$ cat src/pkg/pif_pkg.sv
// Package for the peripheral interrupt flag block: offsets, layouts, reset values
package pif_pkg;
    // ------------------------------------------------------------------
    // Register word addresses
    // ------------------------------------------------------------------
    localparam logic [7:0] PIF_OFF_FLAGS_A = 8'h00;
    localparam logic [7:0] PIF_OFF_FLAGS_B = 8'h04;
    localparam logic [7:0] PIF_OFF_ENA_A = 8'h08;
    localparam logic [7:0] PIF_OFF_ENA_B = 8'h0c;
    localparam logic [7:0] PIF_OFF_CTRL = 8'h10;
    localparam logic [7:0] PIF_OFF_IRQ_STAT = 8'h14;
    localparam logic [7:0] PIF_OFF_IRQ_MASK = 8'h18;
    localparam logic [7:0] PIF_OFF_ID = 8'h1c;
    // ------------------------------------------------------------------
    // Field layouts
    // ------------------------------------------------------------------
    localparam int PIF_W = 8;
    localparam int PIF_RX_BIT = 5;
    localparam int PIF_TX_BIT = 4;
    localparam int PIF_OSC_BIT = 7;
    localparam int PIF_CMP2_BIT = 6;
    localparam int PIF_NVM_BIT = 4;
    localparam int PIF_BCL_BIT = 3;
    localparam int PIF_GIE_BIT = 7;
    localparam int PIF_PERIPHERAL_IRQ_ENABLE_BIT = 6;
    // Software-writable bits of each flag register
    localparam logic [7:0] PIF_WMASK_A = 8'hcf;
    localparam logic [7:0] PIF_IMPL_B_BIG = 8'hf8;
    localparam logic [7:0] PIF_IMPL_B_SMALL = 8'hb8;
    localparam logic [7:0] PIF_CTRL_MASK = 8'hc0;
    localparam logic [7:0] PIF_RST8 = 8'h00;
    localparam logic [31:0] PIF_RST32 = 32'h0000_0000;
    // Interrupt status bits: request rose, flag A set, flag B set
    localparam int PIF_IS_W = 3;
    localparam int PIF_IS_REQ = 0;
    localparam int PIF_IS_A = 1;
    localparam int PIF_IS_B = 2;
    // AXI responses
    localparam logic [1:0] PIF_RESP_OKAY = 2'h0;
    localparam logic [1:0] PIF_RESP_SLVERR = 2'h2;
    // Arbitrary identification value
    localparam logic [31:0] PIF_ID_VALUE = 32'h0000_5a01;
endpackage : pif_pkg

$ cat src/hdl/pif_flag_bank.sv
// One bank of eight sticky request flags with set-over-clear priority
`timescale 1ns/1ps
`default_nettype none
module pif_flag_bank
    import pif_pkg::*;
(
    input wire logic clk_i, // System clock
    input wire logic srst_i, // Synchronous reset
    input wire logic [7:0] impl_i, // Implemented bit mask
    input wire logic [7:0] wmask_i, // Software-writable bits
    input wire logic [7:0] set_i, // Condition pulses
    input wire logic wr_i, // Software write strobe
    input wire logic [7:0] wdata_i, // Software write data
    output logic [7:0] flags_o // Flag state
);
    logic [7:0] flags_r;
    logic [7:0] flags_nxt;

    // Next value per bit
    genvar g;
    for (g = 0; g < PIF_W; g++)
    begin : g_bit
        always_comb
        begin
            flags_nxt[g] = flags_r[g];
            if (wr_i && wmask_i[g])
                flags_nxt[g] = wdata_i[g];
            if (set_i[g])
                flags_nxt[g] = 1'b1;
            if (!impl_i[g])
                flags_nxt[g] = 1'b0;
        end
    end

    // Flag storage
    always_ff @(posedge clk_i)
    begin
        if (srst_i)
            flags_r <= PIF_RST8;
        else
            flags_r <= flags_nxt;
    end

    assign flags_o = flags_r;

    property p_set_wins;
        @(posedge clk_i) disable iff (srst_i)
        (set_i & impl_i) != PIF_RST8 |=> ((flags_r & $past(set_i & impl_i)) == $past(set_i & impl_i));
    endproperty
    a_set_wins: assert property (p_set_wins) else $error("flag set lost");
endmodule : pif_flag_bank
`default_nettype wire

$ cat src/hdl/pif_top.sv
// Peripheral interrupt flag block with AXI4-Lite register access
`timescale 1ns/1ps
`default_nettype none
// Operation
// - Each flag sets on its condition regardless of its enable or the global enable.
// - Flag register A holds timer1 gate, adc, rx, tx, sync serial, capture, timer2, timer1 bits 7..0.
// - A flag reads 1 while pending and 0 otherwise.
// - Writable flags are read/write and every flag resets to 0.
// - Flag register B holds osc fail, comparator 2, comparator 1, nvm done, bus collision in bits 7..3.
// - Bits 2..0 of flag register B read zero and ignore writes.
// - The comparator 2 flag exists only on the larger variant.
// - B bit 4 sets when a nonvolatile memory write completes.
// - B bit 7 sets when the clock monitor detects oscillator failure.
// - B bit 3 sets when the sync serial port sees a bus collision.
// - No peripheral interrupt reaches the core unless the peripheral enable is set.
// - A cleared global enable blocks the request to the core; the masked status interrupt irq_o is not gated by it.
module pif_top
    import pif_pkg::*;
#(
    parameter bit HAS_CMP2 = 1'b1 // Larger variant with comparator 2
)
(
    input wire logic clk_i, // 40 MHz system clock
    input wire logic srst_i, // Synchronous reset, active high
    input wire logic [7:0] cond_a_i, // Condition pulses, register A layout
    input wire logic osc_fail_i, // Clock monitor failure pulse
    input wire logic cmp2_i, // Comparator 2 pulse
    input wire logic cmp1_i, // Comparator 1 pulse
    input wire logic nvm_done_i, // Nonvolatile write complete pulse
    input wire logic bus_coll_i, // Bus collision pulse
    input wire logic [7:0] awaddr_i, // AXI write address
    input wire logic awvalid_i, // AXI write address valid
    output logic awready_o, // AXI write address ready
    input wire logic [31:0] wdata_i, // AXI write data
    input wire logic [3:0] wstrb_i, // AXI write strobes
    input wire logic wvalid_i, // AXI write data valid
    output logic wready_o, // AXI write data ready
    output logic [1:0] bresp_o, // AXI write response
    output logic bvalid_o, // AXI write response valid
    input wire logic bready_i, // AXI write response ready
    input wire logic [7:0] araddr_i, // AXI read address
    input wire logic arvalid_i, // AXI read address valid
    output logic arready_o, // AXI read address ready
    output logic [31:0] rdata_o, // AXI read data
    output logic [1:0] rresp_o, // AXI read response
    output logic rvalid_o, // AXI read valid
    input wire logic rready_i, // AXI read ready
    output logic core_irq_o, // Peripheral request to the core
    output logic irq_o // Masked status interrupt
);
    // ------------------------------------------------------------------
    // Declarations
    // ------------------------------------------------------------------
    logic [7:0] flags_a;
    logic [7:0] flags_b;
    logic [7:0] set_b;
    logic [7:0] impl_b;
    logic [7:0] ena_a_r;
    logic [7:0] ena_b_r;
    logic [7:0] ctrl_r;
    logic [PIF_IS_W-1:0] istat_r;
    logic [PIF_IS_W-1:0] imask_r;
    logic [7:0] aw_addr_r;
    logic aw_have_r;
    logic [31:0] w_data_r;
    logic [3:0] w_strb_r;
    logic w_have_r;
    logic wr_fire;
    logic wr_ok;
    logic rd_fire;
    logic req_now;
    logic req_prev_r;
    logic [PIF_IS_W-1:0] ev;
    logic [31:0] rd_word;
    logic rd_ok;

    // Decode a word address to a known register
    function automatic logic addr_known(input logic [7:0] a);
        return (a == PIF_OFF_FLAGS_A) || (a == PIF_OFF_FLAGS_B) || (a == PIF_OFF_ENA_A) ||
               (a == PIF_OFF_ENA_B) || (a == PIF_OFF_CTRL) || (a == PIF_OFF_IRQ_STAT) ||
               (a == PIF_OFF_IRQ_MASK) || (a == PIF_OFF_ID);
    endfunction : addr_known

    // Write to one register with the low byte lane enabled
    function automatic logic wr_hit(input logic [7:0] a, input logic [7:0] off,
                                    input logic fire, input logic [3:0] strb);
        return fire && (a == off) && strb[0];
    endfunction : wr_hit

    // ------------------------------------------------------------------
    // AXI write channel: address and data caught independently
    // ------------------------------------------------------------------
    always_ff @(posedge clk_i)
    begin
        if (srst_i)
        begin
            aw_have_r <= 1'b0;
            aw_addr_r <= PIF_RST8;
            awready_o <= 1'b0;
        end
        else
        begin
            awready_o <= !aw_have_r && !awready_o && !bvalid_o;
            if (awvalid_i && awready_o)
            begin
                aw_have_r <= 1'b1;
                aw_addr_r <= awaddr_i;
                awready_o <= 1'b0;
            end
            else if (wr_fire)
                aw_have_r <= 1'b0;
        end
    end

    always_ff @(posedge clk_i)
    begin
        if (srst_i)
        begin
            w_have_r <= 1'b0;
            w_data_r <= PIF_RST32;
            w_strb_r <= 4'h0;
            wready_o <= 1'b0;
        end
        else
        begin
            wready_o <= !w_have_r && !wready_o && !bvalid_o;
            if (wvalid_i && wready_o)
            begin
                w_have_r <= 1'b1;
                w_data_r <= wdata_i;
                w_strb_r <= wstrb_i;
                wready_o <= 1'b0;
            end
            else if (wr_fire)
                w_have_r <= 1'b0;
        end
    end

    assign wr_fire = aw_have_r && w_have_r && !bvalid_o;
    assign wr_ok = addr_known(aw_addr_r);

    // Write response
    always_ff @(posedge clk_i)
    begin
        if (srst_i)
        begin
            bvalid_o <= 1'b0;
            bresp_o <= PIF_RESP_OKAY;
        end
        else if (wr_fire)
        begin
            bvalid_o <= 1'b1;
            bresp_o <= wr_ok ? PIF_RESP_OKAY : PIF_RESP_SLVERR;
        end
        else if (bready_i)
            bvalid_o <= 1'b0;
    end

    // ------------------------------------------------------------------
    // Flag banks
    // ------------------------------------------------------------------
    // Register B conditions placed at their bit positions
    always_comb
    begin
        set_b = PIF_RST8;
        set_b[PIF_OSC_BIT] = osc_fail_i;
        set_b[PIF_CMP2_BIT] = cmp2_i;
        set_b[PIF_NVM_BIT] = nvm_done_i;
        set_b[PIF_BCL_BIT] = bus_coll_i;
        set_b[PIF_CMP2_BIT - 1] = cmp1_i;
    end

    assign impl_b = HAS_CMP2 ? PIF_IMPL_B_BIG : PIF_IMPL_B_SMALL;

    pif_flag_bank u_bank_a (
        .clk_i(clk_i),
        .srst_i(srst_i),
        .impl_i(8'hff),
        .wmask_i(PIF_WMASK_A),
        .set_i(cond_a_i),
        .wr_i(wr_hit(aw_addr_r, PIF_OFF_FLAGS_A, wr_fire, w_strb_r)),
        .wdata_i(w_data_r[7:0]),
        .flags_o(flags_a)
    );

    pif_flag_bank u_bank_b (
        .clk_i(clk_i),
        .srst_i(srst_i),
        .impl_i(impl_b),
        .wmask_i(impl_b),
        .set_i(set_b),
        .wr_i(wr_hit(aw_addr_r, PIF_OFF_FLAGS_B, wr_fire, w_strb_r)),
        .wdata_i(w_data_r[7:0]),
        .flags_o(flags_b)
    );

    // ------------------------------------------------------------------
    // Enable and control registers
    // ------------------------------------------------------------------
    always_ff @(posedge clk_i)
    begin
        if (srst_i)
        begin
            ena_a_r <= PIF_RST8;
            ena_b_r <= PIF_RST8;
            ctrl_r <= PIF_RST8;
            imask_r <= '0;
        end
        else
        begin
            if (wr_hit(aw_addr_r, PIF_OFF_ENA_A, wr_fire, w_strb_r))
                ena_a_r <= w_data_r[7:0];
            if (wr_hit(aw_addr_r, PIF_OFF_ENA_B, wr_fire, w_strb_r))
                ena_b_r <= w_data_r[7:0] & impl_b;
            if (wr_hit(aw_addr_r, PIF_OFF_CTRL, wr_fire, w_strb_r))
                ctrl_r <= w_data_r[7:0] & PIF_CTRL_MASK;
            if (wr_hit(aw_addr_r, PIF_OFF_IRQ_MASK, wr_fire, w_strb_r))
                imask_r <= w_data_r[PIF_IS_W-1:0];
        end
    end

    // ------------------------------------------------------------------
    // Request to the core
    // ------------------------------------------------------------------
    assign req_now = (|(flags_a & ena_a_r) || |(flags_b & ena_b_r))
                     && ctrl_r[PIF_PERIPHERAL_IRQ_ENABLE_BIT]
                     && ctrl_r[PIF_GIE_BIT];

    // Registered request output
    always_ff @(posedge clk_i)
    begin
        if (srst_i)
        begin
            core_irq_o <= 1'b0;
            req_prev_r <= 1'b0;
        end
        else
        begin
            core_irq_o <= req_now;
            req_prev_r <= req_now;
        end
    end

    // ------------------------------------------------------------------
    // Sticky status, cleared by read, set wins
    // ------------------------------------------------------------------
    assign ev[PIF_IS_REQ] = req_now && !req_prev_r;
    assign ev[PIF_IS_A] = |cond_a_i;
    assign ev[PIF_IS_B] = |(set_b & impl_b);

    always_ff @(posedge clk_i)
    begin
        if (srst_i)
        begin
            istat_r <= '0;
            irq_o <= 1'b0;
        end
        else
        begin
            if (rd_fire && araddr_i == PIF_OFF_IRQ_STAT)
                istat_r <= ev;
            else
                istat_r <= istat_r | ev;
            irq_o <= |(istat_r & imask_r);
        end
    end

    // ------------------------------------------------------------------
    // AXI read channel
    // ------------------------------------------------------------------
    assign rd_fire = arvalid_i && arready_o;

    always_comb
    begin
        rd_word = PIF_RST32;
        rd_ok = addr_known(araddr_i);
        unique case (araddr_i)
            PIF_OFF_FLAGS_A: rd_word[7:0] = flags_a;
            PIF_OFF_FLAGS_B: rd_word[7:0] = flags_b;
            PIF_OFF_ENA_A: rd_word[7:0] = ena_a_r;
            PIF_OFF_ENA_B: rd_word[7:0] = ena_b_r;
            PIF_OFF_CTRL: rd_word[7:0] = ctrl_r;
            PIF_OFF_IRQ_STAT: rd_word[PIF_IS_W-1:0] = istat_r;
            PIF_OFF_IRQ_MASK: rd_word[PIF_IS_W-1:0] = imask_r;
            PIF_OFF_ID: rd_word = PIF_ID_VALUE;
            default: rd_word = PIF_RST32;
        endcase
    end

    always_ff @(posedge clk_i)
    begin
        if (srst_i)
        begin
            arready_o <= 1'b0;
            rvalid_o <= 1'b0;
            rdata_o <= PIF_RST32;
            rresp_o <= PIF_RESP_OKAY;
        end
        else
        begin
            arready_o <= !rvalid_o && !arready_o;
            if (rd_fire)
            begin
                arready_o <= 1'b0;
                rvalid_o <= 1'b1;
                rdata_o <= rd_word;
                rresp_o <= rd_ok ? PIF_RESP_OKAY : PIF_RESP_SLVERR;
            end
            else if (rvalid_o && rready_i)
                rvalid_o <= 1'b0;
        end
    end

    // ------------------------------------------------------------------
    // Checks
    // ------------------------------------------------------------------
    property p_flag_set;
        @(posedge clk_i) disable iff (srst_i)
        cond_a_i[0] |=> flags_a[0];
    endproperty
    a_flag_set: assert property (p_flag_set) else $error("flag A0 not set");

    property p_rx_ro;
        @(posedge clk_i) disable iff (srst_i)
        !cond_a_i[PIF_RX_BIT] |=> flags_a[PIF_RX_BIT] == $past(flags_a[PIF_RX_BIT]) || $past(srst_i);
    endproperty
    a_rx_ro: assert property (p_rx_ro) else $error("rx flag changed by write");

    property p_tx_ro;
        @(posedge clk_i) disable iff (srst_i)
        !cond_a_i[PIF_TX_BIT] |=> flags_a[PIF_TX_BIT] == $past(flags_a[PIF_TX_BIT]);
    endproperty
    a_tx_ro: assert property (p_tx_ro) else $error("tx flag changed by write");

    property p_unimpl_zero;
        @(posedge clk_i) disable iff (srst_i)
        flags_b[2:0] == 3'h0;
    endproperty
    a_unimpl_zero: assert property (p_unimpl_zero) else $error("B low bits set");

    property p_nvm;
        @(posedge clk_i) disable iff (srst_i)
        nvm_done_i |=> flags_b[PIF_NVM_BIT];
    endproperty
    a_nvm: assert property (p_nvm) else $error("nvm flag missed");

    property p_osc;
        @(posedge clk_i) disable iff (srst_i)
        osc_fail_i |=> flags_b[PIF_OSC_BIT];
    endproperty
    a_osc: assert property (p_osc) else $error("osc flag missed");

    property p_bcl;
        @(posedge clk_i) disable iff (srst_i)
        bus_coll_i |=> flags_b[PIF_BCL_BIT];
    endproperty
    a_bcl: assert property (p_bcl) else $error("collision flag missed");

    property p_gate;
        @(posedge clk_i) disable iff (srst_i)
        !(ctrl_r[PIF_PERIPHERAL_IRQ_ENABLE_BIT] && ctrl_r[PIF_GIE_BIT]) |=> !core_irq_o;
    endproperty
    a_gate: assert property (p_gate) else $error("request leaked past enables");

    property p_req;
        @(posedge clk_i) disable iff (srst_i)
        (|(flags_a & ena_a_r)) && ctrl_r[PIF_PERIPHERAL_IRQ_ENABLE_BIT] && ctrl_r[PIF_GIE_BIT] |=> core_irq_o;
    endproperty
    a_req: assert property (p_req) else $error("request missing");

    property p_reset_clear;
        @(posedge clk_i) srst_i |=> flags_a == PIF_RST8 && flags_b == PIF_RST8;
    endproperty
    a_reset_clear: assert property (p_reset_clear) else $error("flags not cleared");
endmodule : pif_top
`default_nettype wire

$ cat config.mk
export PLATFORM = sky130hd
export DESIGN_NAME = pif_top
export DESIGN_NICKNAME = d
export VERILOG_FILES = /design/src/pkg/pif_pkg.sv /design/src/hdl/pif_flag_bank.sv /design/src/hdl/pif_top.sv
export SDC_FILE = /design/constraint.sdc
export NUM_CORES = 1
export LEC_CHECK = 0
export BUFFER_PORTS_ARGS = -buffer_cell sky130_fd_sc_hd__buf_4
export CAP_MARGIN = 30
export CORE_MARGIN = 2
export CORE_UTILIZATION = 40
export CTS_CLUSTER_DIAMETER = 150
export CTS_CLUSTER_SIZE = 10
export DETAILED_ROUTE_END_ITERATION = 10
export HOLD_SLACK_MARGIN = 0.12
export PLACE_DENSITY = 0.64
export SLEW_MARGIN = 40
export SYNTH_ARGS = -nofsm -noshare
export SYNTH_HDL_FRONTEND = slang
export SYNTH_SLANG_ARGS = --single-unit
$ cat constraint.sdc
create_clock -name clk_i -period 1.75 [get_ports clk_i]
set_clock_uncertainty 0.1 [all_clocks]
set_input_delay 0.175 -clock clk_i [delete_from_list [all_inputs] [get_ports clk_i]]
set_output_delay 0.175 -clock clk_i [all_outputs]
set_load 0.05 [all_outputs]
After elaboration in Yosys (flattened, before gate mapping)
Index checks and enable logic that the tools add are counted.

cells by class
  eq/ne operators = 14
  mux-type cells = 35
  bitwise logic cells = 4
  reduce and logical (&&, ||, !) cells = 75

operators with widths
  operator            number
  $eq 8x5->1 const B  8
  $eq 8x4->1 const B  4
  $reduce_bool 2->1   15
  $mux 1              29
  $logic_and 1x1->1   27
  $pmux 5 s5          1
  $reduce_or 8->1     3
  $pmux 3 s6          1
  $and 8x8->8         2
  $eq 8x3->1 const B  2
  $logic_not 8->1     2
  $logic_or 1x1->1    15
  $logic_not 1->1     8
  $mux 7              1
  $reduce_or 2->1     3
  $reduce_or 5->1     1
  $mux 2              2
  $and 3x3->3         1
  $mux 3              1
  $or 3x3->3          1
  $reduce_or 3->1     1

storage, ports and cells
  register bits after elaboration = 99
  input port bits = 72
  word-level logic and storage cells = 162

Longest topological paths before layout
Gate-level depths: netlist of run 1.

  depth in word-level cells = 9
  depth in mapped cells = 6
  depth with buffers taken out = 4

Cells and area by module
From an unflattened synthesis of run 1, not the netlist that was laid out.

second synthesis, totals
  cells, all modules = 393
  area total of the unflattened synthesis = 3762.4 um^2

by module, submodules not included
  module         times used  cells each  area each (um^2)
  pif_top        1           325         2821.5
  pif_flag_bank  2           34          470.5

Worst setup path after synthesis of run 1
No wires, ideal clock.

  path kind = register -> register
  start = reg arready_o
  end = reg rdata_o[7]
  setup time = 0.059 ns
  data arrival time = 1.809 ns
  slack = -0.218 ns
  cell stages (with the launch flop) = 6
  path buffers = 1
  clock period less this slack = 1.968 ns
  path through = dfxtp_1 nand2_1 or4b_1 buf_2 nor3_1 a211o_1

on the way
  word-level cells in the longest chain between the ends = 1

RTL lines
  what                      RTL line        text
  start: declaration        pif_top.sv:43   output logic arready_o,
  start signal: assignment  pif_top.sv:301  arready_o <= !rvalid_o && !arready_o;
  $logic_and 1x1->1         pif_top.sv:271  assign rd_fire = arvalid_i && arready_o;
  end signal: assignment    pif_top.sv:306  rdata_o <= rd_word;
  end: declaration          pif_top.sv:44   output logic [31:0] rdata_o,

No other way between the ends.
A chain may end at the register's enable or synchronous reset.

Final worst setup path of run 1
  start = in araddr_i[2]
  end = reg rdata_o[7]

on the way
  word-level cells in the longest chain between the ends = 2

RTL lines
  what                                RTL line        text
  start: declaration                  pif_top.sv:41   input wire logic [7:0] araddr_i,
  $eq 8x5->1 (tied with other cells)  n/a
  $pmux 5 s5 (*)                      pif_top.sv:277  unique case (araddr_i)

Every way passes the cells marked *; elsewhere a longest branch is shown, timed or not.

==> results of run 1 <==
==> synth_stat cells, types with 2 or more instances <==
master and number:
sky130_fd_sc_hd__buf_2 6, sky130_fd_sc_hd__a222oi_1 3, sky130_fd_sc_hd__nor3_1 15, sky130_fd_sc_hd__nor4_1 4, sky130_fd_sc_hd__nand4_1 5, sky130_fd_sc_hd__nor3b_1 3
sky130_fd_sc_hd__nand3_1 12, sky130_fd_sc_hd__nor2b_1 3, sky130_fd_sc_hd__nor2_1 46, sky130_fd_sc_hd__a311oi_1 2, sky130_fd_sc_hd__dfxtp_1 71, sky130_fd_sc_hd__o21ai_0 8
sky130_fd_sc_hd__clkbuf_1 5, sky130_fd_sc_hd__a22o_1 4, sky130_fd_sc_hd__inv_1 4, sky130_fd_sc_hd__buf_4 25, sky130_fd_sc_hd__buf_1 6, sky130_fd_sc_hd__a21oi_1 25
sky130_fd_sc_hd__mux4_2 4, sky130_fd_sc_hd__a211oi_1 11, sky130_fd_sc_hd__mux2i_1 18, sky130_fd_sc_hd__nand2_1 40, sky130_fd_sc_hd__a22oi_1 8, sky130_fd_sc_hd__mux2_2 4
sky130_fd_sc_hd__and3b_1 3
==> through the flow <==
step / setup TNS (ps) / std cells / area (µm²) / hold slack [ps] / setup slack (ps)
after CTS: 0 / 566 / 4340 / 159 / 26.5
after detailed placement: 0 / 507 / 3650 / 305 / 88.3
after floorplan: 0 / 373 / 3220 / 191 / 19.6
after global placement: 0 / 507 / 3650 / 289 / 108
final: 0 / 569 / 4370 / 165 / 42.4
after global routing: -8.96 / 569 / 4370 / 189 / -8.96
==> where the power goes <==
part           switching, mW  total [mW]  internal (mW)
clock network          0.625        1.62          0.995
logic                  0.307       0.533          0.226
registers             0.0593        1.73           1.67
==> worst reg2reg max path, cell delays in order, from the launching register on <==
cell                      delay (ps)
sky130_fd_sc_hd__dfxtp_1         350
sky130_fd_sc_hd__nor3b_4         300
sky130_fd_sc_hd__and4_1          290
sky130_fd_sc_hd__buf_12          150
sky130_fd_sc_hd__mux2i_1         200
sky130_fd_sc_hd__nor2_1           50
==> cell families (layout without fill, tap and decap cells) <==
family	Yosys count	after routing	share of synthesized area [%]
compound gates	67	67	14.0
buf+inv	46	140	8.74
flops	71	71	45.3
mux	26	26	10.1
other cells	1	22	0.120
simple gates	141	141	21.7
==> worst max path at each step <==
stage	from	endpoint	slack (ps)
5_1_grt	araddr_i[2]	rdata_o[7]	-9
6_report	araddr_i[2]	rdata_o[7]	40
3_3_place_gp	araddr_i[7]	rdata_o[7]	110
2_1_floorplan	arready_o	rdata_o[7]	20
4_1_cts	araddr_i[2]	rdata_o[7]	30
3_5_place_dp	araddr_i[7]	rdata_o[7]	90
==> per-layer routing <==
layer	vias up	GRT usage [%]
li1	1431	-
met1	1294	22.4
met2	77	32.1
met3	7	5.04
met4	0	7.46
met5	-	0
==> sequential cells by signal (all words and copies together) (netlist names), 2 cells and up <==
register          count
u_bank_a.flags_o      8
ctrl_r                2
aw_addr_r             8
rdata_o               9
imask_r               3
istat_r               3
w_data_r              8
ena_a_r               8
u_bank_b.flags_o      5
ena_b_r               5
==> cell type report <==
class                      count  area (µm²)  share of cell area, %
clock buffer                  10         138                   3.15
multi-input combinational    256        1530                   34.9
tap                          102         128                   2.92
sequential                    71        1420                   32.6
inverter                       4        15.0                  0.344
clock inverter                 6         115                   2.63
timing repair buffer         120        1020                   23.4
==> what timing repair did <==
action | 4_1_cts | 5_1_grt
endpoints found under the hold margin | 39 | 0
setup buffers | 0 | 3
gates resized for setup | 0 | 3
hold buffers | 43 | 0
setup endpoints to repair | 0 | 4
==> impl_summary.log, run 1 <==
[metrics] status: completed
[metrics] sink of the worst hold path: rdata_o[6]
[metrics] synth top area cells: sky130_fd_sc_hd__dfxtp_1, sky130_fd_sc_hd__buf_4, sky130_fd_sc_hd__mux2i_1
[metrics] WP depth: 6
[metrics] number of DRC markers after the initial detailed-route iteration: around 110
[metrics] initial standard-cell utilization of the core: 41.0%
[metrics] Vias per Instance: 4.94
[metrics] post-synthesis sequential area ratio: approximately 45%
[metrics] final antenna-violating net count: 0
[metrics] H-tree depth: 3
[metrics] Tightest Hold Check Type: input pin to flip-flop
[metrics] areal power density over the cells: 889 nW/µm²
[metrics] cells traversed along the worst timing path: dlygate4sd3_1 > buf_6 > mux2_2 > a222oi_1 > nor3_1 > a211o_1
[metrics] Reg2Reg Capture Point: ena_a_r[4]
[metrics] Core Rows: 32
[metrics] clock-pin slew of the registers on the worst-case setup and hold paths: 80 ps
[metrics] router iterations before antenna repair: 5
[metrics] CTS tree: done
[metrics] share of final-layout standard cells stronger than drive strength 1: 23.1%
[metrics] routability congestion estimate from global placement: 0.833
[metrics] met1 wire length: 3430 µm
[metrics] count of maximum capacitance violations: 0
[metrics] top library cells by usage in the layout, fill and taps aside: sky130_fd_sc_hd__buf_4, sky130_fd_sc_hd__dfxtp_1, sky130_fd_sc_hd__nor2_1
[metrics] CP max FO: 8
[metrics] Post-synth EDFFs: 0
[metrics] Relative slew margins: 66.0%
[metrics] count of unresolved DRC violations after routing: 0
[metrics] worst min-delay path startpoint: araddr_i[5]
[metrics] Worst Setup Path Type: input pin to flip-flop
[metrics] synthesized area divided by synthesized cell count: 8.91 µm²
[metrics] Worst setup SP type: input pin
[metrics] Top delay family on crit path: buffers and inverters
[metrics] slew at the pin closest to its max-slew limit: 511 ps
[metrics] Crit-path slowest cell: sky130_fd_sc_hd__dlygate4sd3_1
[metrics] Die Height: 92.5 µm
[metrics] number of global-route vias before repair: 2778
[metrics] maximum count of clock buffers along a single path: 2
[metrics] number of failing setup endpoints in the final timing report: 0
[metrics] HPWL after detailed placement: between 5000 and 6000 µm
[metrics] top cell type's share of synthesized area: 45.3%
[metrics] core area: 7650 µm²
[metrics] worst-case reg-to-reg path depth: 5
[metrics] Max rail drop VDD: 0.000552 V
[metrics] endpoint type of the worst setup path: flip-flop
[metrics] achievable frequency: approximately 590 MHz
[metrics] unrepaired setup endpoints after global routing: true
[metrics] first-pass GRT wire length: 12700 µm
[metrics] Syn Std Cell Area: between 3000 and 4000 µm²
[metrics] count of input and output buffers: 65
[metrics] Yosys top cell by area: sky130_fd_sc_hd__dfxtp_1
[metrics] sum of internal, switching and leakage power: 3.89 mW
[metrics] number of hold violations in the final report: 0
[metrics] met2 WL post-DR: 3630 µm
[metrics] Cell variety after synth: 42
[metrics] count of synthesis-stage warnings from yosys: 0
[metrics] endpoint required time on the critical path: 1890 ps
[metrics] most common cell after layout, fill and taps aside: sky130_fd_sc_hd__buf_4
[metrics] Top FF cell, synth: sky130_fd_sc_hd__dfxtp_1
[metrics] worst reg2reg setup slack: 200 ps
[metrics] leakage: about 1.8 nW
[metrics] worst hold path stage count: 3
[metrics] Root Driver: sky130_fd_sc_hd__clkbuf_8
[metrics] number of CTS-inserted buffers: 9
[metrics] number of buffers and inverters on the critical path: 2
[metrics] clock latency of the later-clocked register in the worst-skew pair: 350 ps
[metrics] number of vias in the routed layout: between 2000 and 3000
[metrics] I/O pin count: 115
[metrics] Synth async-reset ratio: 0%
[metrics] Gate Count Post-Synth: 352
[metrics] diode insertion count for antenna repair: 0
[metrics] WP data arrival: 1850 ps
[metrics] Reg2Reg Launch Point: aw_addr_r[0]
[metrics] post-detailed-routing wire length: between 7000 and 8000 µm
[metrics] width of the chip: 92.5 µm
[metrics] synth-to-layout area growth: 39.4%
[metrics] pin count of the biggest net entering global routing: 41
[metrics] number of max-slew violations in the final report: 0
[metrics] final design utilization: between 50% and 60%
[metrics] highest routed layer: met4
[metrics] Total Die Area: about 8600 µm²
[metrics] average wire per cell in the routed design: 13.3 µm
[metrics] time the final worst path needs with I/O delays and setup: 1710 ps
[metrics] fin crit share: between 90% and 100%
[metrics] crit-path max cell delay: 550 ps
[metrics] final-stage net count: 534
[metrics] Fillers: just under 700
[metrics] global-route usage over all layers: 18.8%
[metrics] count of state elements after synthesis: 71
[metrics] detailed-routed wire length on met3: 437 µm
[metrics] number of antenna violations at the first check in global routing: 0
[metrics] Overflow after GRT: 0
[metrics] Clock Sink Count: 71
Power figures use the tool's default switching activity.
==> run 2, diff against run 1 <==
--- a/config.mk
+++ b/config.mk
@@ -7,6 +7,7 @@
 export LEC_CHECK = 0
 export BUFFER_PORTS_ARGS = -buffer_cell sky130_fd_sc_hd__buf_4
 export CAP_MARGIN = 30
+export CORE_ASPECT_RATIO = 0.7
 export CORE_MARGIN = 2
 export CORE_UTILIZATION = 40
 export CTS_CLUSTER_DIAMETER = 150
==> run 2 against run 1 <==
Compared with the run above:
- setup slack better by 78 ps
- combinational power hardly changed
- total power shrank 13%
- global-route usage grew 0.71 points
- register-to-register slack got worse by 80 ps
- count of clock-buffer cells in the layout grew 1
- clock power fell by 31%
==> impl_summary.log, run 2 (synthesized netlist as in run 1, its figures left out) <==
[metrics] status: completed (unchanged)
[metrics] flip-flop count of the largest register after layout: 9 (unchanged)
[metrics] time the final worst path needs with I/O delays and setup: 1630 ps (was 1710 ps)
[metrics] share of final-layout standard cells stronger than drive strength 1: 22.4% (was 23.1%)
[metrics] Top reg by flops: rdata_o (unchanged)
[metrics] endpoint required time on the critical path: 1870 ps (was 1890 ps)
[metrics] endpoint type of the worst setup path: flip-flop (unchanged)
[metrics] core area: 7450 µm² (was 7650 µm²)
[metrics] clock latency of the later-clocked register in the worst-skew pair: 340 ps (was 350 ps)
[metrics] pin count of the biggest net entering global routing: 38 (was 41)
[metrics] detailed-routed wire length on met3: 522 µm (was 437 µm)
[metrics] slew at the pin closest to its max-slew limit: 501 ps (was 511 ps)
[metrics] Total Die Area: 8570 µm² (was 8560 µm²)
[metrics] final antenna-violating net count: 0 (unchanged)
[metrics] post-detailed-routing wire length: 8160 µm (was 7580 µm)
[metrics] CP max FO: 8 (unchanged)
[metrics] width of the chip: 110 µm (was 92.5 µm)
[metrics] synth-to-layout area growth: 35.5% (was 39.4%)
[metrics] setup TNS: 0 ps (unchanged)
[metrics] PnR worst setup slack: 121 ps (was 42.4 ps)
[metrics] HPWL after detailed placement: 5790 µm (was 5230 µm)
[metrics] count of maximum capacitance violations: 0 (unchanged)
[metrics] areal power density over the cells: 798 nW/µm² (was 889 nW/µm²)
[metrics] average wire per cell in the routed design: 14.5 µm (was 13.3 µm)
[metrics] source of the critical timing path: bvalid_o (was araddr_i[2])
[metrics] highest routed layer: met4 (unchanged)
[metrics] achievable frequency: 614 MHz (was 586 MHz)
[metrics] CTS tree: done (unchanged)
[metrics] router iterations before antenna repair: 4 (was 5)
[metrics] H-tree depth: 3 (unchanged)
[metrics] count of unresolved DRC violations after routing: 0 (unchanged)
[metrics] diode insertion count for antenna repair: 0 (unchanged)
[metrics] fin crit share: 93.1% (was 97.6%)
[metrics] global-route usage over all layers: 19.5% (was 18.8%)
[metrics] crit-path max cell delay: 370 ps (was 550 ps)
[metrics] number of failing setup endpoints in the final timing report: 0 (unchanged)
[metrics] met1 wire length: 4030 µm (was 3430 µm)
[metrics] maximum count of clock buffers along a single path: 2 (unchanged)
[metrics] WP data arrival: 1750 ps (was 1850 ps)
[metrics] worst min-delay path startpoint: araddr_i[4] (was araddr_i[5])
[metrics] hold buffer count at cts: 42 (was 43)
[metrics] number of DRC markers after the initial detailed-route iteration: 140 (was 107)
[metrics] Core Rows: 26 (was 32)
[metrics] Worst Setup Path Type: flip-flop to flip-flop (was input pin to flip-flop)
[metrics] Root Driver: sky130_fd_sc_hd__clkbuf_8 (unchanged)
[metrics] cells traversed along the worst timing path: and3b_1 > and4_1 > buf_12 > mux2i_1 > nor2_1 (was dlygate4sd3_1 > buf_6 > mux2_2 > a222oi_1 > nor3_1 > a211o_1)
[metrics] hold_ws: 139 ps (was 165 ps)
[metrics] Worst setup SP type: flip-flop (was input pin)
[metrics] number of global-route vias before repair: 2554 (was 2778)
[metrics] Reg2Reg Launch Point: bvalid_o (was aw_addr_r[0])
[metrics] routability congestion estimate from global placement: 0.868 (was 0.833)
[metrics] Die Height: 78.1 µm (was 92.5 µm)
[metrics] Vias per Instance: 5.02 (was 4.94)
[metrics] I/O pin count: 115 (unchanged)
[metrics] leakage: 1.77 nW (was 1.82 nW)
[metrics] met2 WL post-DR: 3550 µm (was 3630 µm)
[metrics] Clock Sink Count: 71 (unchanged)
[metrics] final-stage net count: 532 (was 534)
[metrics] most common cell after layout, fill and taps aside: sky130_fd_sc_hd__buf_4 (unchanged)
[metrics] Relative slew margins: 66.6% (was 66.0%)
[metrics] worst setup slack before clock tree synthesis: 54.0 ps (was 88.3 ps)
[metrics] number of hold violations in the final report: 0 (unchanged)
[metrics] number of antenna violations at the first check in global routing: 0 (unchanged)
[metrics] Post-CTS Resized: 0 (unchanged)
[metrics] top library cells by usage in the layout, fill and taps aside: sky130_fd_sc_hd__buf_4, sky130_fd_sc_hd__dfxtp_1, sky130_fd_sc_hd__nor2_1 (unchanged)
[metrics] Crit-path slowest cell: sky130_fd_sc_hd__and3b_1 (was sky130_fd_sc_hd__dlygate4sd3_1)
[metrics] number of vias in the routed layout: 2821 (was 2809)
[metrics] initial standard-cell utilization of the core: 42.1% (was 41.0%)
[metrics] clock-pin slew of the registers on the worst-case setup and hold paths: 80 ps (about the same)
[metrics] count of input and output buffers: 65 (unchanged)
[metrics] Max rail drop VDD: 0.000364 V (was 0.000552 V)
[metrics] Tightest Hold Check Type: input pin to flip-flop (unchanged)
[metrics] # Post-CTS Setup Buffers: 0 (unchanged)
[metrics] number of CTS-inserted buffers: 9 (unchanged)
[metrics] Overflow after GRT: 0 (unchanged)
[metrics] number of max-slew violations in the final report: 0 (unchanged)
[metrics] unrepaired setup endpoints after global routing: false (was true)
[metrics] first-pass GRT wire length: 12700 µm (about the same)
[run 2: changes by cell type in the layout (fill, tap and decap cells not counted)]
cell | previous run | this run
sky130_fd_sc_hd__and3b_1 | 2 | 3
sky130_fd_sc_hd__clkinv_2 | 0 | 3
sky130_fd_sc_hd__inv_6 | 2 | 0
sky130_fd_sc_hd__clkbuf_1 | 0 | 1
sky130_fd_sc_hd__dlygate4sd3_1 | 43 | 42
sky130_fd_sc_hd__and3b_2 | 1 | 0
sky130_fd_sc_hd__nor3b_2 | 0 | 1
sky130_fd_sc_hd__nor3b_4 | 1 | 0
sky130_fd_sc_hd__bufinv_16 | 3 | 0
sky130_fd_sc_hd__buf_6 | 1 | 0
[run 2: worst max-delay path, delay by kind of cell (launching register included)]
family,cells,cell delay [ps]
buf+inv,1,150
flops,1,350
mux,1,200
simple gates,3,700
[run 2: worst paths after layout]
kind                 to  slack, ps  depth (start not counted)
max          ena_a_r[3]        120                          5
min          rdata_o[0]        140                          3
min reg2reg   arready_o        360                          1
max reg2reg  ena_a_r[3]        120                          5
[run 2: power by group]
group	switching (mW)	leakage [nW]	internal [mW]
registers	0.0633	0.581	1.67
logic	0.311	1.10	0.220
clock network	0.583	0.0850	0.538
total	0.957	1.77	2.43
[run 2: through the flow]
step / cell area [µm²] / std cells / util, % / power (mW)
after floorplan: 3220 / 373 / - / 2.09
after global placement: 3660 / 505 / 49.2 / 2.22
after detailed placement: 3660 / 505 / 49.2 / 2.23
after CTS: 4250 / 562 / 57.0 / 3.42
after global routing: 4250 / 562 / 57.0 / 3.54
final: 4250 / 562 / 57.0 / 3.39
[run 2: area by class of cell]
class                   instances  area (µm²)
clock buffers                  11         141
clock inverters                 4        22.5
fillers                       679        3200
inverters                       4        15.0
multi-input cells             256        1520
flip-flops and latches         71        1420
well taps                      98         123
repair buffers                118        1000
[run 2: per-layer routing]
metal  up-vias  GRT usage (%)
met5         -              0
met1      1298           28.5
met2        88           28.0
met4         0           5.06
li1       1430              -
met3         5           5.40
